`config.mk`:
```
export PLATFORM = sky130hd
export DESIGN_NAME = scp_config_port
export DESIGN_NICKNAME = d
export VERILOG_FILES = /design/src/scp_pkg.sv /design/src/scp_config_port.sv /design/src/scp_power_ctl.sv /design/src/scp_reg_bank.sv
export SDC_FILE = /design/constraint.sdc
export NUM_CORES = 1
export LEC_CHECK = 0
export BUFFER_PORTS_ARGS = -buffer_cell sky130_fd_sc_hd__buf_2
export CORE_AREA = 2 2 200 153
export CTS_CLUSTER_DIAMETER = 30
export DETAILED_ROUTE_END_ITERATION = 8
export DIE_AREA = 0 0 202 155
export PLACE_DENSITY_LB_ADDON = 0.12
export SYNTH_ARGS = -nofsm -noshare
export SYNTH_HDL_FRONTEND = slang
export SYNTH_SLANG_ARGS = --single-unit
```
`constraint.sdc`:
```
create_clock -name mclk_i -period 14.8 [get_ports mclk_i]
set_input_delay 2.96 -clock mclk_i [delete_from_list [all_inputs] [get_ports mclk_i]]
set_output_delay 2.96 -clock mclk_i [all_outputs]
set_load 0.03 [all_outputs]
```
`src/scp_pkg.sv`:
```
`default_nettype none
package scp_pkg;
  // register addresses of the serial map
  localparam logic [9:0] ADDR_PORT_CFG = 10'h000;
  localparam logic [9:0] ADDR_READBACK = 10'h004;
  localparam logic [9:0] ADDR_PLL_CTRL = 10'h010;
  localparam logic [9:0] ADDR_OUT0 = 10'h0f0;
  localparam logic [9:0] ADDR_OUT_LAST = 10'h0f5;
  localparam logic [9:0] ADDR_DIST = 10'h230;
  localparam logic [9:0] ADDR_UPDATE = 10'h232;
  localparam logic [9:0] ADDR_TOP = 10'h232;
  // bit positions
  localparam int BIT_SDO_EN = 0;
  localparam int BIT_LSB = 1;
  localparam int BIT_SRST_LO = 2;
  localparam int BIT_SRST_HI = 5;
  localparam int BIT_UPDATE = 0;
  localparam int BIT_RB_ACTIVE = 0;
  localparam int BIT_SOFT_SYNC = 0;
  localparam int BIT_DIST_PD = 1;
  localparam int OC_MODE_LO = 0;
  localparam int OC_SWING_LO = 2;
  localparam int OC_INV = 4;
  localparam int PLL_MODE_LO = 0;
  // reset values
  localparam logic [7:0] PORT_CFG_RST = 8'h18;
  localparam logic [7:0] BANK_RST = 8'h00;
  // buffered register bank layout
  localparam logic [3:0] NREG = 4'h9;
  localparam logic [3:0] IDX_RB = 4'h0;
  localparam logic [3:0] IDX_PLL = 4'h1;
  localparam logic [3:0] IDX_OUT0 = 4'h2;
  localparam logic [3:0] IDX_DIST = 4'h8;
  localparam logic [3:0] IDX_NONE = 4'hf;
  localparam int NOUT = 6;
  // mode encodings
  localparam logic [1:0] PLL_NORMAL = 2'h0;
  localparam logic [1:0] PLL_ASYNC_PD = 2'h1;
  localparam logic [1:0] PLL_SYNC_PD = 2'h3;
  localparam logic [1:0] OPD_NORMAL = 2'h0;
  localparam logic [1:0] OPD_SAFE = 2'h2;
  localparam logic [1:0] OPD_TOTAL = 2'h3;
  localparam logic [1:0] LEN_STREAM = 2'h3;
  localparam logic [3:0] INSTR_LAST = 4'hf;
  localparam logic [3:0] BYTE_LAST = 4'h7;

  typedef logic [8:0][7:0] scp_regs_t;
  localparam scp_regs_t REG_DFLT = {9{BANK_RST}};
  typedef enum logic [1:0] {
    ST_IDLE = 2'b00, ST_INSTR = 2'b01, ST_DATA = 2'b11, ST_STALL = 2'b10
  } scp_state_t;
  typedef struct packed {
    logic sclk;
    logic cs_n;
    logic sdio;
  } scp_serial_t;
  typedef struct packed {
    logic pll_pd;
    logic vco_pd;
    logic clkin_pd;
    logic div_pd;
    logic dist_pd;
  } scp_pwr_t;
  typedef struct packed {
    logic invert;
    logic [1:0] swing;
    logic [1:0] pd_mode;
  } scp_outcfg_t;
endpackage
`default_nettype wire

```
`src/scp_config_port.sv`:
```
`timescale 1ns/100ps
`default_nettype none
module scp_config_port (
  input wire logic mclk_i,
  input wire logic nrst_i,
  input wire logic reset_pin_n_i,
  input wire scp_pkg::scp_serial_t serial_i,
  input wire logic sleep_request_n_i,
  input wire logic cp_event_i,
  output logic sdio_o,
  output logic sdio_oe_o,
  output logic serial_readback_out_pin_o,
  output logic serial_readback_out_pin_oe_o,
  output logic sync_o,
  output scp_pkg::scp_pwr_t pwr_o,
  output scp_pkg::scp_outcfg_t [5:0] out_cfg_o
);
  import scp_pkg::*;

  typedef struct packed {
    scp_state_t st;
    logic dph;
    logic sclk_q;
    logic cs_q;
    logic [3:0] bitcnt;
    logic [15:0] sr;
    logic rw;
    logic [1:0] len;
    logic [1:0] left;
    logic [9:0] addr;
    logic [7:0] rd_sr;
    logic [7:0] cfg;
    logic sdio;
    logic sdio_oe;
    logic so;
    logic so_oe;
    logic wr;
    logic [3:0] wr_idx;
    logic [7:0] wr_data;
    logic upd;
    logic boot;
    logic sync;
  } scp_core_t;

  scp_core_t r_ff, nxt_r;
  logic rst_n;
  logic rise, fall, cs_fall;
  logic lsb, srst, last_bit;
  logic byte_end, instr_end;
  logic [15:0] sr_in;
  logic [7:0] rx_byte;
  logic [9:0] look_addr;
  logic [3:0] look_idx;
  logic [7:0] rd_byte;
  scp_regs_t bank_buf, bank_act;

  // shift one serial bit in, either bit order
  function automatic logic [15:0] shift_in(input logic [15:0] sr, input logic b,
                                           input logic lsb_first);
    shift_in = lsb_first ? {b, sr[15:1]} : {sr[14:0], b};
  endfunction

  // next register address, up when lsb first, else down with a wrap from zero to the top
  function automatic logic [9:0] step_addr(input logic [9:0] a, input logic lsb_first);
    if (lsb_first) begin
      step_addr = a + 10'h001;
    end else if (a == ADDR_PORT_CFG) begin
      step_addr = ADDR_TOP;
    end else begin
      step_addr = a - 10'h001;
    end
  endfunction

  // address to buffered bank slot
  function automatic logic [3:0] reg_index(input logic [9:0] a);
    if (a == ADDR_READBACK) begin
      reg_index = IDX_RB;
    end else if (a == ADDR_PLL_CTRL) begin
      reg_index = IDX_PLL;
    end else if (a == ADDR_DIST) begin
      reg_index = IDX_DIST;
    end else if (a >= ADDR_OUT0 && a <= ADDR_OUT_LAST) begin
      reg_index = IDX_OUT0 + 4'(a - ADDR_OUT0);
    end else begin
      reg_index = IDX_NONE;
    end
  endfunction

  // power-on and reset pin both restore every reset value at once
  assign rst_n = nrst_i & reset_pin_n_i;

  // edge detection on the sampled serial pins
  assign rise = serial_i.sclk & ~r_ff.sclk_q;
  assign fall = ~serial_i.sclk & r_ff.sclk_q;
  assign cs_fall = ~serial_i.cs_n & r_ff.cs_q;
  assign lsb = r_ff.cfg[BIT_LSB];
  assign srst = r_ff.cfg[BIT_SRST_LO] | r_ff.cfg[BIT_SRST_HI];
  assign sr_in = shift_in(r_ff.sr, serial_i.sdio, lsb);
  assign rx_byte = lsb ? sr_in[15:8] : sr_in[7:0];
  assign last_bit = (r_ff.len == LEN_STREAM) ? (r_ff.addr == ADDR_TOP)
                                             : (r_ff.left == 2'h0);

  // final rise of an instruction word or a data byte while selected
  assign byte_end = (r_ff.st == ST_DATA) && rise && !serial_i.cs_n && (r_ff.bitcnt == BYTE_LAST);
  assign instr_end = (r_ff.st == ST_INSTR) && rise && !serial_i.cs_n
                     && (r_ff.bitcnt == INSTR_LAST);

  // address of the next byte to be read back
  assign look_addr = (r_ff.st == ST_INSTR) ? sr_in[9:0] : step_addr(r_ff.addr, lsb);
  assign look_idx = reg_index(look_addr);

  // readback source: port config, active or buffered bank
  always_comb begin
    if (look_addr == ADDR_PORT_CFG) begin
      rd_byte = r_ff.cfg;
    end else if (look_idx == IDX_NONE) begin
      rd_byte = 8'h00;
    end else if (bank_act[IDX_RB][BIT_RB_ACTIVE]) begin
      rd_byte = bank_act[look_idx];
    end else begin
      rd_byte = bank_buf[look_idx];
    end
  end

  // serial port state machine and control register
  always_comb begin
    nxt_r = r_ff;
    nxt_r.sclk_q = serial_i.sclk;
    nxt_r.cs_q = serial_i.cs_n;
    nxt_r.wr = 1'b0;
    nxt_r.upd = 1'b0;
    nxt_r.boot = 1'b0;
    nxt_r.sync = r_ff.boot | srst | bank_act[IDX_DIST][BIT_SOFT_SYNC];
    if (serial_i.cs_n) begin
      nxt_r.sdio_oe = 1'b0;
      nxt_r.so_oe = 1'b0;
    end
    case (r_ff.st)
      ST_IDLE: begin
        if (cs_fall) begin
          nxt_r.st = ST_INSTR;
          nxt_r.dph = 1'b0;
          nxt_r.bitcnt = 4'h0;
          nxt_r.sr = 16'h0000;
          nxt_r.sdio_oe = 1'b0;
          nxt_r.so_oe = 1'b0;
        end
      end
      ST_INSTR, ST_DATA: begin
        if (serial_i.cs_n) begin
          if (r_ff.bitcnt[2:0] != 3'h0) begin
            nxt_r.st = ST_IDLE;
          end else if (r_ff.st == ST_INSTR && r_ff.bitcnt == 4'h0) begin
            nxt_r.st = ST_IDLE;
          end else if (r_ff.st == ST_DATA && r_ff.len == LEN_STREAM) begin
            nxt_r.st = ST_IDLE;
          end else begin
            nxt_r.st = ST_STALL;
          end
        end else if (rise && r_ff.st == ST_INSTR) begin
          nxt_r.sr = sr_in;
          nxt_r.bitcnt = r_ff.bitcnt + 4'h1;
          if (r_ff.bitcnt == INSTR_LAST) begin
            // long 16-bit instruction is the only format
            nxt_r.rw = sr_in[15];
            nxt_r.len = sr_in[14:13];
            nxt_r.left = sr_in[14:13];
            nxt_r.addr = sr_in[9:0];
            nxt_r.rd_sr = rd_byte;
            nxt_r.st = ST_DATA;
            nxt_r.dph = 1'b1;
            nxt_r.bitcnt = 4'h0;
            nxt_r.sr = 16'h0000;
          end
        end else if (rise) begin
          nxt_r.sr = sr_in;
          nxt_r.bitcnt = r_ff.bitcnt + 4'h1;
          if (r_ff.bitcnt == BYTE_LAST) begin
            if (!r_ff.rw) begin
              if (r_ff.addr == ADDR_PORT_CFG) begin
                nxt_r.cfg = rx_byte;
              end else if (r_ff.addr == ADDR_UPDATE) begin
                nxt_r.upd = rx_byte[BIT_UPDATE];
              end else begin
                nxt_r.wr = 1'b1;
                nxt_r.wr_idx = reg_index(r_ff.addr);
                nxt_r.wr_data = rx_byte;
              end
            end
            nxt_r.bitcnt = 4'h0;
            nxt_r.sr = 16'h0000;
            if (last_bit) begin
              nxt_r.st = ST_IDLE;
            end else begin
              nxt_r.addr = step_addr(r_ff.addr, lsb);
              nxt_r.left = r_ff.left - 2'h1;
              nxt_r.rd_sr = rd_byte;
            end
          end
        end else if (fall && r_ff.st == ST_DATA && r_ff.rw) begin
          // launch the next readback bit on the chosen pin
          nxt_r.sdio = lsb ? r_ff.rd_sr[0] : r_ff.rd_sr[7];
          nxt_r.so = nxt_r.sdio;
          nxt_r.rd_sr = lsb ? {1'b0, r_ff.rd_sr[7:1]} : {r_ff.rd_sr[6:0], 1'b0};
          nxt_r.sdio_oe = ~r_ff.cfg[BIT_SDO_EN];
          nxt_r.so_oe = r_ff.cfg[BIT_SDO_EN];
        end
      end
      ST_STALL: begin
        if (cs_fall) begin
          nxt_r.st = r_ff.dph ? ST_DATA : ST_INSTR;
        end
      end
      default: nxt_r.st = ST_IDLE;
    endcase
  end

  // state register, defaults under either reset
  always_ff @(posedge mclk_i or negedge rst_n) begin
    if (!rst_n) begin
      r_ff <= '0;
      r_ff.cfg <= PORT_CFG_RST;
      r_ff.cs_q <= 1'b1;
      r_ff.boot <= 1'b1;
    end else begin
      r_ff <= nxt_r;
    end
  end

  scp_reg_bank u_bank (
    .mclk_i(mclk_i),
    .rst_n_i(rst_n),
    .wr_i(r_ff.wr),
    .wr_idx_i(r_ff.wr_idx),
    .wr_data_i(r_ff.wr_data),
    .update_i(r_ff.upd),
    .soft_rst_i(srst),
    .buf_o(bank_buf),
    .act_o(bank_act)
  );

  scp_power_ctl u_power (
    .mclk_i(mclk_i),
    .rst_n_i(rst_n),
    .act_i(bank_act),
    .sleep_request_n_i(sleep_request_n_i),
    .cp_event_i(cp_event_i),
    .pwr_o(pwr_o),
    .out_cfg_o(out_cfg_o)
  );

  // pins straight from the state register
  assign sdio_o = r_ff.sdio;
  assign sdio_oe_o = r_ff.sdio_oe;
  assign serial_readback_out_pin_o = r_ff.so;
  assign serial_readback_out_pin_oe_o = r_ff.so_oe;
  assign sync_o = r_ff.sync;
endmodule
`default_nettype wire

```
`src/scp_power_ctl.sv`:
```
`timescale 1ns/100ps
`default_nettype none
module scp_power_ctl (
  input wire logic mclk_i,
  input wire logic rst_n_i,
  input wire scp_pkg::scp_regs_t act_i,
  input wire logic sleep_request_n_i,
  input wire logic cp_event_i,
  output scp_pkg::scp_pwr_t pwr_o,
  output scp_pkg::scp_outcfg_t [5:0] out_cfg_o
);
  import scp_pkg::*;
  typedef struct packed {
    logic pll_off;
    scp_pwr_t pwr;
    scp_outcfg_t [5:0] outs;
  } scp_pctl_t;
  scp_pctl_t r_ff, nxt_r;
  logic [1:0] pll_mode;
  logic asleep;

  assign pll_mode = act_i[IDX_PLL][PLL_MODE_LO +: 2];
  assign asleep = !sleep_request_n_i;

  // pll mode, pin sleep and per-output modes
  always_comb begin
    nxt_r = r_ff;
    case (pll_mode)
      PLL_ASYNC_PD: nxt_r.pll_off = 1'b1;
      PLL_SYNC_PD: nxt_r.pll_off = r_ff.pll_off | cp_event_i;
      default: nxt_r.pll_off = 1'b0;
    endcase
    nxt_r.pwr.pll_pd = asleep | nxt_r.pll_off;
    nxt_r.pwr.vco_pd = asleep;
    nxt_r.pwr.clkin_pd = asleep;
    nxt_r.pwr.div_pd = asleep;
    nxt_r.pwr.dist_pd = act_i[IDX_DIST][BIT_DIST_PD];
    for (int i = 0; i < NOUT; i++) begin
      nxt_r.outs[i].invert = act_i[IDX_OUT0 + 4'(i)][OC_INV];
      nxt_r.outs[i].swing = act_i[IDX_OUT0 + 4'(i)][OC_SWING_LO +: 2];
      // pin sleep forces safe off, else the mode stands
      nxt_r.outs[i].pd_mode = asleep ? OPD_SAFE
        : act_i[IDX_OUT0 + 4'(i)][OC_MODE_LO +: 2];
    end
  end

  always_ff @(posedge mclk_i or negedge rst_n_i) begin
    if (!rst_n_i) begin
      r_ff <= '0;
    end else begin
      r_ff <= nxt_r;
    end
  end

  assign pwr_o = r_ff.pwr;
  assign out_cfg_o = r_ff.outs;
endmodule
`default_nettype wire

```
`src/scp_reg_bank.sv`:
```
`timescale 1ns/100ps
`default_nettype none
module scp_reg_bank (
  input wire logic mclk_i,
  input wire logic rst_n_i,
  input wire logic wr_i,
  input wire logic [3:0] wr_idx_i,
  input wire logic [7:0] wr_data_i,
  input wire logic update_i,
  input wire logic soft_rst_i,
  output scp_pkg::scp_regs_t buf_o,
  output scp_pkg::scp_regs_t act_o
);
  import scp_pkg::*;
  typedef struct packed {
    scp_regs_t bufr;
    scp_regs_t actv;
  } scp_bank_t;
  scp_bank_t r_ff, nxt_r;

  // buffer write, simultaneous copy, soft default load
  always_comb begin
    nxt_r = r_ff;
    if (wr_i && wr_idx_i < NREG) begin
      nxt_r.bufr[wr_idx_i] = wr_data_i;
    end
    if (update_i) begin
      nxt_r.actv = r_ff.bufr;
    end
    if (soft_rst_i) begin
      nxt_r.bufr = REG_DFLT;
      nxt_r.actv = REG_DFLT;
    end
  end

  // defaults loaded and active from power-up or reset pin
  always_ff @(posedge mclk_i or negedge rst_n_i) begin
    if (!rst_n_i) begin
      r_ff <= {REG_DFLT, REG_DFLT};
    end else begin
      r_ff <= nxt_r;
    end
  end

  assign buf_o = r_ff.bufr;
  assign act_o = r_ff.actv;
endmodule
`default_nettype wire

```
==> flow_metrics.py, run 1 <==
metrics = {
    "place": {
        "gp_congestion": 0.892,
        "dp_hpwl_um": 23700,
        "io_buffers": 47,
        "post_dp_cell_area_um2": 13200,
        "dp_slack_ns": 9.01,
        "dp_cells": 1668,
    },
    "critical_path": {
        "cp_cell_sequence": "buf_2 -> nor2b_1 -> a211oi_2 -> nor2_1 -> nor2_1 -> nor2_1 -> a31o_2 -> a211o_1 -> a221oi_1 -> o2111ai_1 -> o21ai_1",
        "end_kind": "flop",
        "slowest_delay_ns": 0.62,
        "cp-start-kind": "input pin",
        "crit_top_cell": "nor2_1",
        "critical-path-slowest-cell": "a211oi_2",
        "cp_num_buf_inv": 1,
        "critical_path_peak_fanout": 10,
        "critPathRequiredTime_ns": 15.28,
        "worst-setup-path-type": "in -> reg",
        "path_delay_family": "compound AO/OA/AOI/OAI gates",
        "cp.arrival_ns": 5.77,
    },
    "pwr": {
        "ir_drop_mv": 0.111,
        "p_total_mw": 1.88,
        "powerDensity_nw_per_um2": 126,
        "leakage_nw": 7.04,
    },
    "global_routing": {
        "gr-total-overflow": 0,
        "grtUsageTotal_pct": 22.7,
        "grt_max_degree": 81,
        "grt_pass1_wl_um": 56000,
        "grt_pass1_vias": 9416,
        "antenna_found_initial": 0,
    },
    "floorplanning": {
        "start_util_pct": 44.2,
        "boundaryPins": 48,
        "chipHeight_um": 155,
        "die_area_um2": 31300,
        "coreArea_um2": 29500,
        "die_w_um": 202,
        "rows": 55,
    },
    "hold_path": {
        "hold_class": "reg -> reg",
    },
    "timing": {
        "finalClockSkew_ns": 0.0220,
        "tightest_slew_ns": 1.05,
        "min_period_ns": 5.30,
        "finalSetupViolations": 0,
        "whs_ns": 0.379,
        "relSlewSlack_pct": 29.7,
        "fin_ws_ns": 9.50,
        "slew_violations": 0,
        "max_freq_mhz": 189,
        "finalSetupTns_ns": 0,
        "rsz0062_at_grt": "no",
        "hold_viol": 0,
        "fin_crit_sh_pct": 35.8,
    },
    "detailed_routing": {
        "drc": 0,
        "drt-pass1-iter-count": 5,
        "drt-initial-drc-count": 890,
        "antenna_left": 0,
        "routedWlPerCell_um": 20.0,
        "vias_per_cell": 5.58,
        "vias": 9788,
        "finalWirelength_um": 35100,
    },
    "yosys": {
        "syn_area_um2": 13100,
        "synth_top_family_by_area": "simple AND/OR/NAND/NOR gates",
        "synth_fa_ha_area_share_pct": 1.15,
        "synth_compound_area_share_pct": 11.5,
        "ys_ff_latch": 253,
        "synth_xor_xnor_area_share_pct": 0.536,
        "ys_warn_count": 0,
        "seq_area_frac_synth_pct": 48.5,
        "synth-main-ff-cell": "dfrtp_1",
        "synth_edf_count": 0,
        "synthSimpleGateAreaFrac_pct": 16.8,
        "synth_async_sr_flop_share_pct": 100,
        "muxShareOfSynthArea_pct": 15.8,
        "syn-num-nets": 1355,
        "yosysUniqueCellTypes": 77,
        "syn_avg_cell_area_um2": 9.78,
        "postSynthCellCount": 1335,
    },
    "clocking": {
        "cts_setup_buffers": 0,
        "holdBufCountCts": 0,
        "cts_tree": "done",
        "clk_pin_slew_ns": 0.05,
        "post_cts_resize_count": 0,
        "clock-sinks": 253,
        "numCtsBuffers": 49,
        "cts_buffer_depth": 3,
        "htreeDepth": 2,
        "cts-root-buf": "clkbuf_16",
        "clkLatencyLatePin_ns": 0.55,
    },
    "final_layout": {
        "fin_util_pct": 50.5,
        "stdcell_area_um2": 14900,
        "syn_to_final_growth_pct": 14.1,
        "nNetsFinal": 1340,
        "drive_gt1_share_pct": 12.9,
        "fin_cells": 1755,
        "n_antenna_cell": 0,
    },
    "outcome": {
        "status": "finished, final reports clean",
    },
    "job": {
        "max-cap-violations": 0,
    },
}
-- cells in the mapped netlist, drive strengths merged (15+ instances only) --
| cell type | n | share of area (%) |
|---|---|---|
| mux2i | 192 | 15 |
| nor2 | 222 | 6.4 |
| dfrtp | 249 | 48 |
| inv | 19 | 0.55 |
| o21ai | 65 | 2.5 |
| a21oi | 43 | 1.6 |
| buf | 77 | 3.7 |
| nor3 | 15 | 0.70 |
| nand2 | 146 | 4.2 |
| a31oi | 23 | 1.1 |
| nand3 | 26 | 1.0 |
| clkbuf | 48 | 1.4 |
-- worst paths after layout --
path	startpoint	cells after the start	to	slack, ns
max	serial_i[2]	11	r_ff[35]	9.50
min	u_bank.act_o[65]	0	u_power.pwr_o[0]	0.38
max reg2reg	r_ff[38]	13	r_ff[28]	9.98
min reg2reg	u_bank.act_o[65]	0	u_power.pwr_o[0]	0.38
max in group asynchronous	nrst_i	4	r_ff[22]	9.76
min in group asynchronous	reset_pin_n_i	2	r_ff[75]	2.59
-- cell families (layout without fill, tap and decap cells) --
group,after synthesis,count (layout)
AND/OR/NAND/NOR,491,491
AO/OA/AOI/OAI,224,224
multiplexers,201,201
adder cells (fa/ha/maj),12,12
buffers and inverters,145,166
XOR/XNOR,8,8
other,1,1
flip-flops,253,253
-- layout by cell type, fill, tap and decap left out, types with 7 or more instances in the layout --
master,n
ha_1,12
nand3_1,26
a221oi_1,8
inv_1,19
buf_2,47
clkbuf_16,50
nand2_1,146
clkbuf_8,7
a31oi_1,23
nand4_1,12
clkbuf_1,9
buf_4,12
a32oi_1,10
nor2b_1,10
nor3_1,13
and2_1,9
and3_1,7
o22ai_1,7
o21ai_0,59
a21oi_1,43
nor2_1,222
nand2b_1,13
mux2i_1,191
o31ai_1,8
dfrtp_1,247
-- cell type report --
class,count,area (um2)
Clock buffer,66,1380
Inverter,20,75.1
Clock inverter,21,285
Fill cell,2715,14600
Timing Repair Buffer,59,325
Sequential cell,253,6340
Multi-Input combinational cell,937,5990
Tap cell,399,499
-- layer usage --
| layer | vias to the layer above | part of all wire, % | GRT usage [%] |
|---|---|---|---|
| li1 | 4598 | - | - |
| met3 | 44 | 5.6 | 4.25 |
| met1 | 4878 | 52 | 36.3 |
| met2 | 268 | 41 | 31.4 |
| met4 | 0 | 1.4 | 5.15 |
| met5 | - | 0 | 0 |
-- power by group --
part / leakage [nW] / internal [mW] / switching, mW
Clock: 0.807 / 0.741 / 0.366
Combinational: 2.79 / 0.0180 / 0.0520
Sequential: 3.45 / 0.697 / 0.00399
Total: 7.04 / 1.46 / 0.422
-- flip-flops by register name (all words and copies together), names as in the netlist --
signal and cells:
u_power.r_ff 1, r_ff 70, sdio_oe_o 1, u_bank.buf_o 72, sync_o 1, u_power.out_cfg_o 30, serial_readback_out_pin_o 1, u_bank.act_o 72
u_power.pwr_o 3, serial_readback_out_pin_oe_o 1, lsb 1
(Power assumes the default switching activity.)
==> run 2: changes to the inputs <==
==> constraint.sdc (replaced) <==
create_clock -name mclk_i -period 5 [get_ports mclk_i]
set_input_delay 1 -clock mclk_i [delete_from_list [all_inputs] [get_ports mclk_i]]
set_output_delay 1 -clock mclk_i [all_outputs]
set_load 0.03 [all_outputs]
==> run 2 against run 1 <==
Effect of this change:
- global-route usage rose by 0.85 points
- worst hold slack improved by 0.021 ns
- die area did not move
- clock-buffer cell count fell by 2
- core utilization rose by 0.83 points
- cell count rose by 1.3%
- combinational power rose to 3.2 times the previous value
- sequential share of layout area fell by 0.69 points
- total power rose to 3.1 times the previous value
- sequential power rose to 3.0 times the previous value
- clock power rose to 3.1 times the previous value
- first-iteration DRC count fell by 15%
- critical endpoint is now r_ff[32]
==> flow_metrics.py, run 2 (synthesized netlist as in run 1, its figures left out) <==
metrics = {
    "outcome": {
        "status": "finished, final reports clean",
    },
    "floorplanning": {
        "coreArea_um2": 29500,
        "start_util_pct": 44.2,
        "chipHeight_um": 155,
        "die_w_um": 202,
        "rows": 55,
        "boundaryPins": 48,
        "die_area_um2": 31300,
    },
    "final_layout": {
        "n_fill_cell": 2659,
        "nNetsFinal": 1357,
        "layout_commonest_cell": "dfrtp_1",
        "syn_to_final_growth_pct": 15.9,
        "n_antenna_cell": 0,
        "drive_gt1_share_pct": 14.6,
        "most-common-layout-cells": "dfrtp_1, nor2_1, mux2i_1",
    },
    "pwr": {
        "p_int_mw": 4.38,
        "swShare_pct": 23.7,
        "clkPwrFrac_pct": 60.0,
        "power_frac_seq_pct": 36.1,
        "leakage_nw": 7.17,
        "powerDensity_nw_per_um2": 379,
        "p_switching_mw": 1.36,
        "p_total_mw": 5.74,
        "ir_drop_mv": 0.219,
        "comb_power_share_pct": 3.9,
    },
    "timing": {
        "tightest_slew_ns": 1.10,
        "hold_viol": 0,
        "fin_crit_sh_pct": 90.0,
        "min_period_ns": 4.50,
        "max_freq_mhz": 222,
        "finalClockSkew_ns": 0.0271,
        "finalSetupTns_ns": 0,
        "relSlewSlack_pct": 26.8,
        "rsz0062_at_grt": "no",
        "finalSetupViolations": 0,
        "slew_violations": 0,
    },
    "place": {
        "gp_congestion": 0.912,
        "dp_hpwl_um": 24000,
        "io_buffers": 47,
    },
    "critical_path": {
        "cp_cell_sequence": "inv_1 -> ha_1 -> a21boi_1 -> nand3_1 -> xor2_1 -> o22ai_1 -> o221ai_1 -> and4bb_1 -> a22o_4 -> buf_4 -> mux2i_1 -> a221oi_1 -> a31oi_1 -> o21ai_1",
        "critPathRequiredTime_ns": 5.48,
        "critical_path_peak_fanout": 29,
        "end_kind": "flop",
        "cp.arrival_ns": 4.98,
        "critical-path-slowest-cell": "dfrtp_1",
        "slowest_delay_ns": 0.58,
        "worst-setup-path-type": "reg -> reg",
        "cp-start-kind": "flop",
    },
    "detailed_routing": {
        "routedWlPerCell_um": 20.1,
        "finalWirelength_um": 35800,
        "drt-pass1-iter-count": 5,
        "drc": 0,
        "antenna_left": 0,
        "vias_per_cell": 5.52,
        "drt-initial-drc-count": 757,
        "vias": 9820,
    },
    "clocking": {
        "htreeDepth": 2,
        "numCtsBuffers": 52,
        "holdBufCountCts": 0,
        "post_cts_resize_count": 0,
        "cts_tree": "done",
        "clk_pin_slew_ns": 0.05,
        "clkLatencyLatePin_ns": 0.56,
        "cts_setup_buffers": 0,
        "clock-sinks": 253,
        "cts_buffer_depth": 3,
        "cts-root-buf": "clkbuf_16",
    },
    "global_routing": {
        "grt-busiest-layer": "met1",
        "antenna_found_initial": 0,
        "gr-total-overflow": 0,
        "grtUsageTotal_pct": 23.6,
        "grt_max_degree": 95,
        "grt_pass1_wl_um": 57400,
        "use_met2_pct": 33.0,
        "use_met1_pct": 37.2,
        "grt_pass1_vias": 9474,
        "gr-usage-met3_pct": 3.85,
    },
    "job": {
        "max-cap-violations": 0,
    },
    "hold_path": {
        "hold_class": "reg -> reg",
    },
}
[run 2: per-layer routing]
metal  routed length, um  vias up  part of all wire, %
met2               14700      298                   41
met1               18400     4825                   51
met4                 582        0                  1.6
met5                   0        -                    0
met3                2070       47                  5.8
li1                    -     4650                    -
[run 2: critical path, delay by kind of cell (launching register included)]
kind / cells / cell delay (ns)
AO/OA/AOI/OAI: 7 / 2.11
AND/OR/NAND/NOR: 2 / 0.68
flip-flops: 1 / 0.58
buffers and inverters: 2 / 0.54
adder cells (fa/ha/maj): 1 / 0.22
XOR/XNOR: 1 / 0.17
multiplexers: 1 / 0.11
[run 2: layout make-up]
type / count / area [um2] / share of cell area (%)
Sequential cell: 253 / 6340 / 41.9
Multi-Input combinational cell: 937 / 5990 / 39.6
Clock buffer: 64 / 1430 / 9.43
Tap cell: 399 / 499 / 3.30
Timing Repair Buffer: 73 / 468 / 3.09
Clock inverter: 32 / 340 / 2.25
Inverter: 20 / 75.1 / 0.496
[run 2: power by group through the flow]
stage                     Clock (mW)  Sequential, mW  Combinational (mW)
after detailed placement           0            2.11               0.223
after global placement             0            2.11               0.223
after floorplan                    0            2.10               0.169
after CTS                       3.51            2.07               0.224
after global routing            3.62            2.07               0.245
final                           3.45            2.07               0.221
[run 2: final timing paths]
| path | startpoint | endpoint | slack, ns | cells past startpoint |
|---|---|---|---|---|
| max in group asynchronous | nrst_i | r_ff[1] | 3.10 | 4 |
| min | u_bank.act_o[59] | u_power.out_cfg_o[28] | 0.40 | 0 |
| min reg2reg | u_bank.act_o[59] | u_power.out_cfg_o[28] | 0.40 | 0 |
| max | r_ff[38] | r_ff[32] | 0.50 | 14 |
| max reg2reg | r_ff[38] | r_ff[32] | 0.50 | 14 |
| min in group asynchronous | reset_pin_n_i | r_ff[75] | 0.66 | 2 |
[run 2: through the flow]
stage	cell area, um2	instances	hold WS, ns	setup WS (ns)	util, %
6_report	15100	1778	0.400	0.501	51.3
5_1_grt	15100	1778	0.418	0.122	51.3
4_1_cts	15100	1778	0.404	0.482	51.3
3_5_place_dp	13400	1682	0.392	0.499	45.3
3_3_place_gp	13400	1682	0.390	0.549	45.3
2_1_floorplan	13100	1335	0.373	1.61	-
